<file path="config.mk">
export PLATFORM = sky130hd
export DESIGN_NAME = afth_regs
export DESIGN_NICKNAME = d
export VERILOG_FILES = /design/src/shared/afth_pkg.sv /design/src/afth_regs.sv
export SDC_FILE = /design/constraint.sdc
export NUM_CORES = 1
export LEC_CHECK = 0
export ABC_CLOCK_PERIOD_IN_PS = 6000
export CAP_MARGIN = 10
export CORE_MARGIN = 4
export CORE_UTILIZATION = 54
export DETAILED_ROUTE_END_ITERATION = 16
export DONT_BUFFER_PORTS = 1
export PLACE_DENSITY = 0.8
export SYNTH_ARGS = -nofsm -noshare
export SYNTH_HDL_FRONTEND = slang
export SYNTH_SLANG_ARGS = --single-unit
</file>
<file path="constraint.sdc">
create_clock -name clk -period 6 [get_ports clk]
set_input_delay 0 -clock clk [delete_from_list [all_inputs] [get_ports clk]]
set_output_delay 0 -clock clk [all_outputs]
set_load 0.03 [all_outputs]
</file>
<file path="src/shared/afth_pkg.sv">
// Constants for the alarm flag and alarm threshold register bank
package afth_pkg;

  // ----------------------------------------------------------------
  // Widths
  // ----------------------------------------------------------------
  localparam int ADDR_W   = 7;
  localparam int DATA_W   = 12;
  localparam int HYST_W   = 4;
  localparam int N_CHAN   = 8;
  localparam int GROUP_SZ = 4;

  // ----------------------------------------------------------------
  // Register offsets, page 0
  // ----------------------------------------------------------------
  localparam logic [6:0] OFS_CH_LO_GROUP_LATCHED = 7'h21;
  localparam logic [6:0] OFS_CH_LO_GROUP_LIVE    = 7'h22;
  localparam logic [6:0] OFS_CH_HI_GROUP_LATCHED = 7'h23;
  localparam logic [6:0] OFS_CH_HI_GROUP_LIVE    = 7'h24;
  localparam logic [6:0] OFS_PAGE_SELECT         = 7'h7f;

  // ----------------------------------------------------------------
  // Register offsets, page 1
  // ----------------------------------------------------------------
  localparam logic [6:0] OFS_TEMP_LOW_UPPER  = 7'h00;
  localparam logic [6:0] OFS_TEMP_LOW_LOWER  = 7'h01;
  localparam logic [6:0] OFS_TEMP_HIGH_UPPER = 7'h02;
  localparam logic [6:0] OFS_TEMP_HIGH_LOWER = 7'h03;

  // ----------------------------------------------------------------
  // Field positions
  // ----------------------------------------------------------------
  localparam int HYST_MSB     = 7;
  localparam int HYST_LSB     = 4;
  localparam int THR_TOP_MSB  = 3;
  localparam int THR_TOP_LSB  = 0;
  localparam int PAGE_BIT     = 0;

  // ----------------------------------------------------------------
  // Reset values
  // ----------------------------------------------------------------
  localparam logic [7:0] RST_TEMP_LOW_UPPER  = 8'h00;
  localparam logic [7:0] RST_TEMP_LOW_LOWER  = 8'h00;
  localparam logic [7:0] RST_TEMP_HIGH_UPPER = 8'h0f;
  localparam logic [7:0] RST_TEMP_HIGH_LOWER = 8'hff;
  localparam logic [7:0] RDATA_UNMAPPED      = 8'h00;

  // ----------------------------------------------------------------
  // Register page
  // ----------------------------------------------------------------
  typedef enum logic [0:0] {
    AFTH_PAGE0 = 1'b0,
    AFTH_PAGE1 = 1'b1
  } afth_page_t;

endpackage

</file>
<file path="src/afth_regs.sv">
// Alarm flag and temperature alarm threshold register bank
`timescale 1ns/10ps
// Contract
// RULE_01 - High and low alarms exist for the temperature sensor and for each of eight channels, each evaluated alone.
// RULE_02 - Each channel threshold has an active flag and a tripped flag, four flags per channel.
// RULE_03 - An active flag sets when data cross its threshold and clears itself once the condition ends.
// RULE_04 - A tripped flag sets like its active flag but stays latched until its register is read.
// RULE_05 - Page 0 holds tripped ch0-3 at 21h, active ch0-3 at 22h, tripped ch4-7 at 23h, active ch4-7 at 24h.
// RULE_06 - In each flag byte the lowest channel sits at bits 7:6 down to the highest at 1:0, low flag upper.
// RULE_07 - A flag bit reads 1 when its alarm is detected and 0 otherwise.
// RULE_08 - The page register at 7Fh uses only bit 0, and the host writes zeros to bits 7:1.
// RULE_09 - After a page is chosen every later access goes to that page until the other is chosen.
// RULE_10 - After power-up and any reset page 0 is selected.
// RULE_11 - The host writes 01h to 7Fh to reach page 1 and 00h to return to page 0.
// RULE_12 - Each alarm setting is a 12-bit threshold and 4-bit hysteresis held in two 8-bit registers.
// RULE_13 - Page 1 offsets 00h to 03h hold temp low upper, temp low lower, temp high upper, temp high lower.
// RULE_14 - Upper-byte bits 7:4 give hysteresis in LSBs, 0 for none up to 15.
// RULE_15 - Upper-byte bits 3:0 are threshold bits 11:8 and the lower byte gives bits 7:0.
// RULE_16 - An alarm is signalled on the alarm/power-down pin so the host can read the flags.
// RULE_17 - High alarms assert above, low alarms below threshold, and release only past it by the hysteresis.
module afth_regs
  import afth_pkg::*;
(
  // Clock and reset
  input  wire logic              clk,
  input  wire logic              rst,
  // Register access from the serial port decoder
  input  wire logic              reg_wr_en,
  input  wire logic              reg_rd_en,
  input  wire logic [6:0]        reg_addr,
  input  wire logic [7:0]        reg_wdata,
  output logic      [7:0]        reg_rdata,
  // Conversion results
  input  wire logic              conv_valid,
  input  wire logic [2:0]        conv_chan,
  input  wire logic [11:0]       conv_data,
  input  wire logic              temp_valid,
  input  wire logic [11:0]       temp_data,
  // Channel thresholds from the page 1 channel registers
  input  wire logic [95:0]       ch_high_thr,
  input  wire logic [31:0]       ch_high_hyst,
  input  wire logic [95:0]       ch_low_thr,
  input  wire logic [31:0]       ch_low_hyst,
  // Status
  output logic                   alarm_or_powerdown_pin,
  output logic                   page_sel,
  output logic                   temp_high_active,
  output logic                   temp_low_active
);

  // ----------------------------------------------------------------
  // Helper functions
  // ----------------------------------------------------------------
  // High alarm with hysteresis; 13-bit sum avoids wrap near full scale
  function automatic logic high_alarm(input logic [11:0] d, input logic [11:0] thr,
                                      input logic [3:0] hyst, input logic act);
    logic [12:0] sum;
    sum = {1'b0, d} + {9'h000, hyst};
    if (act) begin
      high_alarm = (sum > {1'b0, thr}); // RULE_17
    end else begin
      high_alarm = (d > thr); // RULE_17
    end
  endfunction

  // Low alarm with hysteresis
  function automatic logic low_alarm(input logic [11:0] d, input logic [11:0] thr,
                                     input logic [3:0] hyst, input logic act);
    logic [12:0] sum;
    sum = {1'b0, thr} + {9'h000, hyst};
    if (act) begin
      low_alarm = ({1'b0, d} < sum); // RULE_17
    end else begin
      low_alarm = (d < thr); // RULE_17
    end
  endfunction

  // Packs four channels into one flag byte
  function automatic logic [7:0] pack_group(input logic [3:0] lo, input logic [3:0] hi);
    logic [7:0] b;
    b = 8'h00;
    for (int k = 0; k < GROUP_SZ; k++) begin
      b[7 - 2 * k] = lo[k]; // RULE_06
      b[6 - 2 * k] = hi[k]; // RULE_06
    end
    pack_group = b;
  endfunction

  // ----------------------------------------------------------------
  // State
  // ----------------------------------------------------------------
  afth_page_t page_reg;
  logic [7:0] temp_low_upper_reg;
  logic [7:0] temp_low_lower_reg;
  logic [7:0] temp_high_upper_reg;
  logic [7:0] temp_high_lower_reg;
  logic [7:0] ch_high_act_reg;
  logic [7:0] ch_low_act_reg;
  logic [7:0] ch_high_trip_reg;
  logic [7:0] ch_low_trip_reg;
  logic       temp_high_act_reg;
  logic       temp_low_act_reg;
  logic [7:0] ch_high_act_next;
  logic [7:0] ch_low_act_next;
  logic [7:0] trip_clr;
  logic [7:0] sample_sel;
  logic       temp_high_act_next;
  logic       temp_low_act_next;
  logic [7:0] rdata_next;
  logic       on_page0;
  logic       on_page1;
  logic [11:0] temp_low_thr;
  logic [11:0] temp_high_thr;

  assign on_page0      = (page_reg == AFTH_PAGE0); // RULE_09
  assign on_page1      = (page_reg == AFTH_PAGE1); // RULE_09
  assign temp_low_thr  = {temp_low_upper_reg[THR_TOP_MSB:THR_TOP_LSB], temp_low_lower_reg}; // RULE_15
  assign temp_high_thr = {temp_high_upper_reg[THR_TOP_MSB:THR_TOP_LSB], temp_high_lower_reg}; // RULE_15

  // ----------------------------------------------------------------
  // Page select
  // ----------------------------------------------------------------
  // Reachable from both pages, otherwise page 1 would be a trap
  always_ff @(posedge clk or posedge rst) begin
    if (rst) begin
      page_reg <= AFTH_PAGE0; // RULE_10
    end else if (reg_wr_en && reg_addr == OFS_PAGE_SELECT) begin
      page_reg <= afth_page_t'(reg_wdata[PAGE_BIT]); // RULE_08 RULE_11
    end
  end

  // ----------------------------------------------------------------
  // Temperature alarm settings, page 1
  // ----------------------------------------------------------------
  always_ff @(posedge clk or posedge rst) begin
    if (rst) begin
      temp_low_upper_reg  <= RST_TEMP_LOW_UPPER;
      temp_low_lower_reg  <= RST_TEMP_LOW_LOWER;
      temp_high_upper_reg <= RST_TEMP_HIGH_UPPER;
      temp_high_lower_reg <= RST_TEMP_HIGH_LOWER;
    end else if (reg_wr_en && on_page1) begin
      if (reg_addr == OFS_TEMP_LOW_UPPER) begin
        temp_low_upper_reg <= reg_wdata; // RULE_12 RULE_13
      end else if (reg_addr == OFS_TEMP_LOW_LOWER) begin
        temp_low_lower_reg <= reg_wdata; // RULE_13
      end else if (reg_addr == OFS_TEMP_HIGH_UPPER) begin
        temp_high_upper_reg <= reg_wdata; // RULE_13
      end else if (reg_addr == OFS_TEMP_HIGH_LOWER) begin
        temp_high_lower_reg <= reg_wdata; // RULE_13
      end
    end
  end

  // ----------------------------------------------------------------
  // Alarm evaluation
  // ----------------------------------------------------------------
  always_comb begin
    ch_high_act_next = ch_high_act_reg;
    ch_low_act_next  = ch_low_act_reg;
    if (conv_valid) begin
      ch_high_act_next[conv_chan] = high_alarm(conv_data, ch_high_thr[conv_chan * 12 +: 12],
                                               ch_high_hyst[conv_chan * 4 +: 4],
                                               ch_high_act_reg[conv_chan]); // RULE_01 RULE_03
      ch_low_act_next[conv_chan]  = low_alarm(conv_data, ch_low_thr[conv_chan * 12 +: 12],
                                              ch_low_hyst[conv_chan * 4 +: 4],
                                              ch_low_act_reg[conv_chan]); // RULE_01 RULE_03
    end
  end

  always_comb begin
    temp_high_act_next = temp_high_act_reg;
    temp_low_act_next  = temp_low_act_reg;
    if (temp_valid) begin
      temp_high_act_next = high_alarm(temp_data, temp_high_thr,
                                      temp_high_upper_reg[HYST_MSB:HYST_LSB], temp_high_act_reg); // RULE_01 RULE_14
      temp_low_act_next  = low_alarm(temp_data, temp_low_thr,
                                     temp_low_upper_reg[HYST_MSB:HYST_LSB], temp_low_act_reg); // RULE_01 RULE_14
    end
  end

  always_ff @(posedge clk or posedge rst) begin
    if (rst) begin
      ch_high_act_reg   <= 8'h00;
      ch_low_act_reg    <= 8'h00;
      temp_high_act_reg <= 1'b0;
      temp_low_act_reg  <= 1'b0;
    end else begin
      ch_high_act_reg   <= ch_high_act_next; // RULE_02 RULE_03
      ch_low_act_reg    <= ch_low_act_next; // RULE_02 RULE_03
      temp_high_act_reg <= temp_high_act_next;
      temp_low_act_reg  <= temp_low_act_next;
    end
  end

  // ----------------------------------------------------------------
  // Tripped flags
  // ----------------------------------------------------------------
  // A read clears a group; a fresh alarm in that cycle still wins
  always_comb begin
    trip_clr = 8'h00;
    if (reg_rd_en && on_page0) begin
      if (reg_addr == OFS_CH_LO_GROUP_LATCHED) begin
        trip_clr = 8'h0f; // RULE_04
      end else if (reg_addr == OFS_CH_HI_GROUP_LATCHED) begin
        trip_clr = 8'hf0; // RULE_04
      end
    end
  end

  // Only a fresh sample sets a tripped flag, so a read can quiet a standing alarm
  always_comb begin
    sample_sel = 8'h00;
    if (conv_valid) begin
      sample_sel[conv_chan] = 1'b1; // RULE_04
    end
  end

  always_ff @(posedge clk or posedge rst) begin
    if (rst) begin
      ch_high_trip_reg <= 8'h00;
      ch_low_trip_reg  <= 8'h00;
    end else begin
      ch_high_trip_reg <= (ch_high_trip_reg & ~trip_clr) | (ch_high_act_next & sample_sel); // RULE_02 RULE_04
      ch_low_trip_reg  <= (ch_low_trip_reg & ~trip_clr) | (ch_low_act_next & sample_sel); // RULE_02 RULE_04
    end
  end

  // ----------------------------------------------------------------
  // Read data
  // ----------------------------------------------------------------
  always_comb begin
    rdata_next = RDATA_UNMAPPED;
    if (reg_addr == OFS_PAGE_SELECT) begin
      rdata_next = {7'h00, page_reg}; // RULE_08
    end else if (on_page0 && reg_addr == OFS_CH_LO_GROUP_LATCHED) begin
      rdata_next = pack_group(ch_low_trip_reg[3:0], ch_high_trip_reg[3:0]); // RULE_05 RULE_07
    end else if (on_page0 && reg_addr == OFS_CH_LO_GROUP_LIVE) begin
      rdata_next = pack_group(ch_low_act_reg[3:0], ch_high_act_reg[3:0]); // RULE_05 RULE_07
    end else if (on_page0 && reg_addr == OFS_CH_HI_GROUP_LATCHED) begin
      rdata_next = pack_group(ch_low_trip_reg[7:4], ch_high_trip_reg[7:4]); // RULE_05 RULE_07
    end else if (on_page0 && reg_addr == OFS_CH_HI_GROUP_LIVE) begin
      rdata_next = pack_group(ch_low_act_reg[7:4], ch_high_act_reg[7:4]); // RULE_05 RULE_07
    end else if (on_page1 && reg_addr == OFS_TEMP_LOW_UPPER) begin
      rdata_next = temp_low_upper_reg;
    end else if (on_page1 && reg_addr == OFS_TEMP_LOW_LOWER) begin
      rdata_next = temp_low_lower_reg;
    end else if (on_page1 && reg_addr == OFS_TEMP_HIGH_UPPER) begin
      rdata_next = temp_high_upper_reg;
    end else if (on_page1 && reg_addr == OFS_TEMP_HIGH_LOWER) begin
      rdata_next = temp_high_lower_reg;
    end
  end

  // Holds the last read value until the next read strobe
  always_ff @(posedge clk or posedge rst) begin
    if (rst) begin
      reg_rdata <= 8'h00;
    end else if (reg_rd_en) begin
      reg_rdata <= rdata_next;
    end
  end

  // ----------------------------------------------------------------
  // Status outputs
  // ----------------------------------------------------------------
  // Temperature has no flag register here, so its live level drives the pin
  always_ff @(posedge clk or posedge rst) begin
    if (rst) begin
      alarm_or_powerdown_pin <= 1'b0;
    end else begin
      alarm_or_powerdown_pin <= (|ch_high_trip_reg) | (|ch_low_trip_reg)
                                | temp_high_act_reg | temp_low_act_reg; // RULE_16
    end
  end

  assign page_sel         = page_reg;
  assign temp_high_active = temp_high_act_reg;
  assign temp_low_active  = temp_low_act_reg;

endmodule

</file>
==> flow_metrics.py <==
metrics = {
    "cells_and_area": {
        "syn_to_final_growth_pct": 7.269,
        "drive_above_1_share_pct": 17.78,
        "fin_cells": 1082,
        "nets": 1277,
        "antenna_cells": 0,
        "multiInputGateArea_mm2": 0.006525,
        "fillers": 1325,
        "seq_area_mm2": 0.001917,
    },
    "power": {
        "cellLeakagePower_uw": 0.004094,
        "p_switching_uw": 681.8,
        "combinationalPowerShare_pct": 33.3,
        "p_per_area_mw_per_mm2": 212.6,
        "p_sw_share_pct": 33.86,
        "ir_drop_mv": 0.1570,
        "power.internal_uw": 1332,
        "power_frac_seq_pct": 37.4,
        "clkPwrFrac_pct": 29.3,
    },
    "floorplan": {
        "initial_core_util_pct": 55.38,
        "num_rows": 46,
        "die_w_um": 135.9,
        "coreArea_mm2": 0.01594,
        "die-area_mm2": 0.01846,
        "fp.dieH_um": 135.9,
        "ios": 316,
    },
    "synthesis": {
        "synthFlopType": "dfrtp_1",
        "synth_area_per_cell_um2": 10.28,
        "ys_ff_latch": 76,
        "synthesis.nets": 1275,
        "yosysUniqueCellTypes": 68,
        "syn_inst": 859,
        "yosysSeqAreaShare_pct": 21.71,
        "ys_warn_count": 0,
        "synth-edff-count": 0,
        "synthesis.area_mm2": 0.008830,
        "async_flop_share_pct": 100.0,
    },
    "route": {
        "ant_nets": 0,
        "wl_per_cell_um": 25.18,
        "drc_errors": 0,
        "routed_via_density": 6.820,
        "first_iter_violations": 683,
        "vias": 7379,
        "drtPass1Iterations": 5,
        "wl_mm": 27.24,
    },
    "cts": {
        "cts_made_buffers": 9,
        "clk_pin_slew_ns": 0.06,
        "htree_num_levels": 3,
        "cts_root_buf": "clkbuf_16",
        "post-cts-setup-buffers": 0,
        "cts_tree": "built",
        "cts.sinks": 76,
        "postCtsHoldBufs": 23,
        "clk_latency_ns": 0.34,
        "clk_path_buf_depth": 2,
        "cts_resized": 0,
    },
    "placed_design": {
        "place_congestion": 0.9526,
        "place.port_buffers": 0,
        "dp_hpwl_mm": 21.74,
        "dp.cells": 1042,
    },
    "job": {
        "cap_viol_max_count": 0,
    },
    "critical_path": {
        "r2r-end": "temp_high_active",
        "critPathCaptureType": "flip-flop",
        "ff2ff_path_depth": 14,
        "r2r-start": "temp_high_upper_reg[5]",
        "startpoint": "conv_chan[0]",
        "worst-path-max-fanout": 68,
        "critical_path_required_ns": 6.22,
        "rrSetupSlack_ns": 2.82,
        "cp-start-kind": "input port",
        "worstPathArrival_ns": 4.60,
        "setup.worst_path.class": "in -> reg",
    },
    "worst_hold_path": {
        "hold_path.startpoint": "conv_valid",
        "hold_depth": 2,
        "hold-path-endpoint": "ch_low_trip_reg[5]",
        "hp-class": "in -> reg",
    },
    "global_routing": {
        "grt_pass1_vias": 7432,
        "grt_first_pass_wirelength_mm": 40.18,
        "grtUsageTotal_pct": 28.04,
        "overflow": 0,
        "grt_max_degree": 77,
        "antenna_found_initial": 5,
    },
    "sta": {
        "worst_pin_slew_ns": 0.9701,
        "rsz0062_at_grt": "false",
        "post-route-period-util_pct": 73.11,
        "setup_viol": 0,
        "max_freq_mhz": 228.0,
        "final_max_slew_viol_count": 0,
        "fin_setup_tns_ns": 0,
        "clock_skew_ns": 0.005917,
        "hold_viol_final": 0,
        "period_minus_slack_ns": 4.387,
        "slew_headroom_pct": 35.32,
    },
    "outcome": {
        "status": "finished, final reports clean",
    },
}
[worst max-delay path: stages]
cell and delay [ns]:
mux4_2 0.52, mux2i_1 0.26, inv_1 0.09, ha_1 0.28, a21o_1 0.16, a21oi_1 0.22, nor2b_1 0.07, o21ai_0 0.43
nor2_1 0.14, and3_1 0.22, xor2_1 0.14, ha_1 0.19, or4_1 0.39, a21oi_1 0.13, a211oi_1 0.10, o2bb2ai_1 0.43
o21ai_0 0.19, dlygate4sd3_1 0.60
[cell families after synthesis]
logic type	count (synthesis)	synth area share, %
flip-flops	76	21.71
adder cells (fa/ha/maj)	112	16.21
buffers and inverters	85	4.393
AND/OR/NAND/NOR	213	12.10
AO/OA/AOI/OAI	197	14.78
multiplexers	139	27.14
XOR/XNOR	37	3.670
[worst max path at each step]
stage	cells past startpoint	end	slack, ns
after floorplan	22	ch_high_act_reg[0]	1.36
after global placement	17	ch_high_trip_reg[0]	1.60
after detailed placement	17	ch_high_act_reg[2]	1.36
after CTS	18	ch_high_act_reg[7]	1.19
after global routing	19	ch_high_act_reg[7]	1.37
final	18	ch_high_act_reg[7]	1.61
[layout by cell type, fill, tap and decap left out, types with 5 or more instances in the layout]
master	n
dfstp_2	12
a22oi_1	11
nand2b_1	11
nand2_1	77
a211oi_1	5
nor4_1	7
mux2i_1	27
a22o_1	5
inv_1	49
o2111ai_1	8
nor2_1	28
nor2b_1	19
dfrtp_1	64
dlygate4sd3_1	23
nor3_1	6
o21a_1	6
ha_1	108
a21oi_1	36
o21ai_0	61
mux4_2	66
xor2_1	10
xnor2_1	27
nand4_1	19
mux4_1	7
a21o_1	26
and2_1	5
clkbuf_16	9
mux2_2	36
nand3_1	19
o21ai_2	11
[metrics by stage]
step                      hold slack [ns]  total power, uW  setup WS [ns]  util (%)  instance area [um2]
after floorplan                    0.1090             1265          1.365         -                 8830
after global placement             0.1125             1371          1.596     55.92                 8915
after detailed placement           0.1166             1397          1.355     55.92                 8915
after CTS                        0.001575             2003          1.187     59.36                 9464
after global routing              0.01729             2128          1.370     59.41                 9472
final                            0.002836             2014          1.613     59.41                 9472
[Yosys cell counts, types with 6 or more instances]
cell type | n | area, um2
nor2b_1 | 19 | 118.9
nor4_1 | 7 | 43.79
o21ai_0 | 61 | 305.3
mux2i_1 | 27 | 270.3
inv_1 | 50 | 187.7
buf_2 | 9 | 45.04
nand2_1 | 77 | 289.0
ha_1 | 108 | 1351
clkbuf_1 | 17 | 63.81
nor2_1 | 28 | 105.1
mux4_2 | 66 | 1486
dfrtp_1 | 64 | 1602
o21a_1 | 6 | 45.04
dfstp_2 | 12 | 315.3
mux4_1 | 7 | 183.9
nand4_1 | 19 | 118.9
nand3_1 | 19 | 95.09
nor3_1 | 6 | 30.03
a22oi_1 | 11 | 82.58
a21oi_1 | 36 | 180.2
o2111ai_1 | 8 | 70.07
o21ai_2 | 11 | 96.34
xor2_1 | 10 | 87.58
xnor2_1 | 27 | 236.5
mux2_2 | 36 | 405.4
a21o_1 | 26 | 195.2
nand2b_1 | 11 | 68.82
[per-layer routing]
metal / vias up / global-route usage (%) / part of all wire, %
met5: - / 0 / 0.32
met4: 10 / 8.007 / 2.5
met3: 62 / 6.588 / 8.8
met2: 363 / 46.90 / 49
met1: 3628 / 36.57 / 39
li1: 3316 / - / -
[final cells by class]
type / count / share of cell area, %
Tap cell: 216 / 2.853
Clock inverter: 4 / 0.7662
Multi-Input combinational cell: 698 / 68.89
Timing Repair Buffer: 26 / 2.668
Sequential cell: 76 / 20.24
Clock buffer: 12 / 2.602
Inverter: 50 / 1.982
[power groups by stage]
stage	Clock [uW]	Sequential [uW]	Combinational [uW]
5_1_grt	612	764	752
2_1_floorplan	0	699	566
3_5_place_dp	0	756	641
3_3_place_gp	0	753	617
4_1_cts	589	749	665
6_report	589	754	671
No activity file was read; power rests on OpenSTA's default activity.
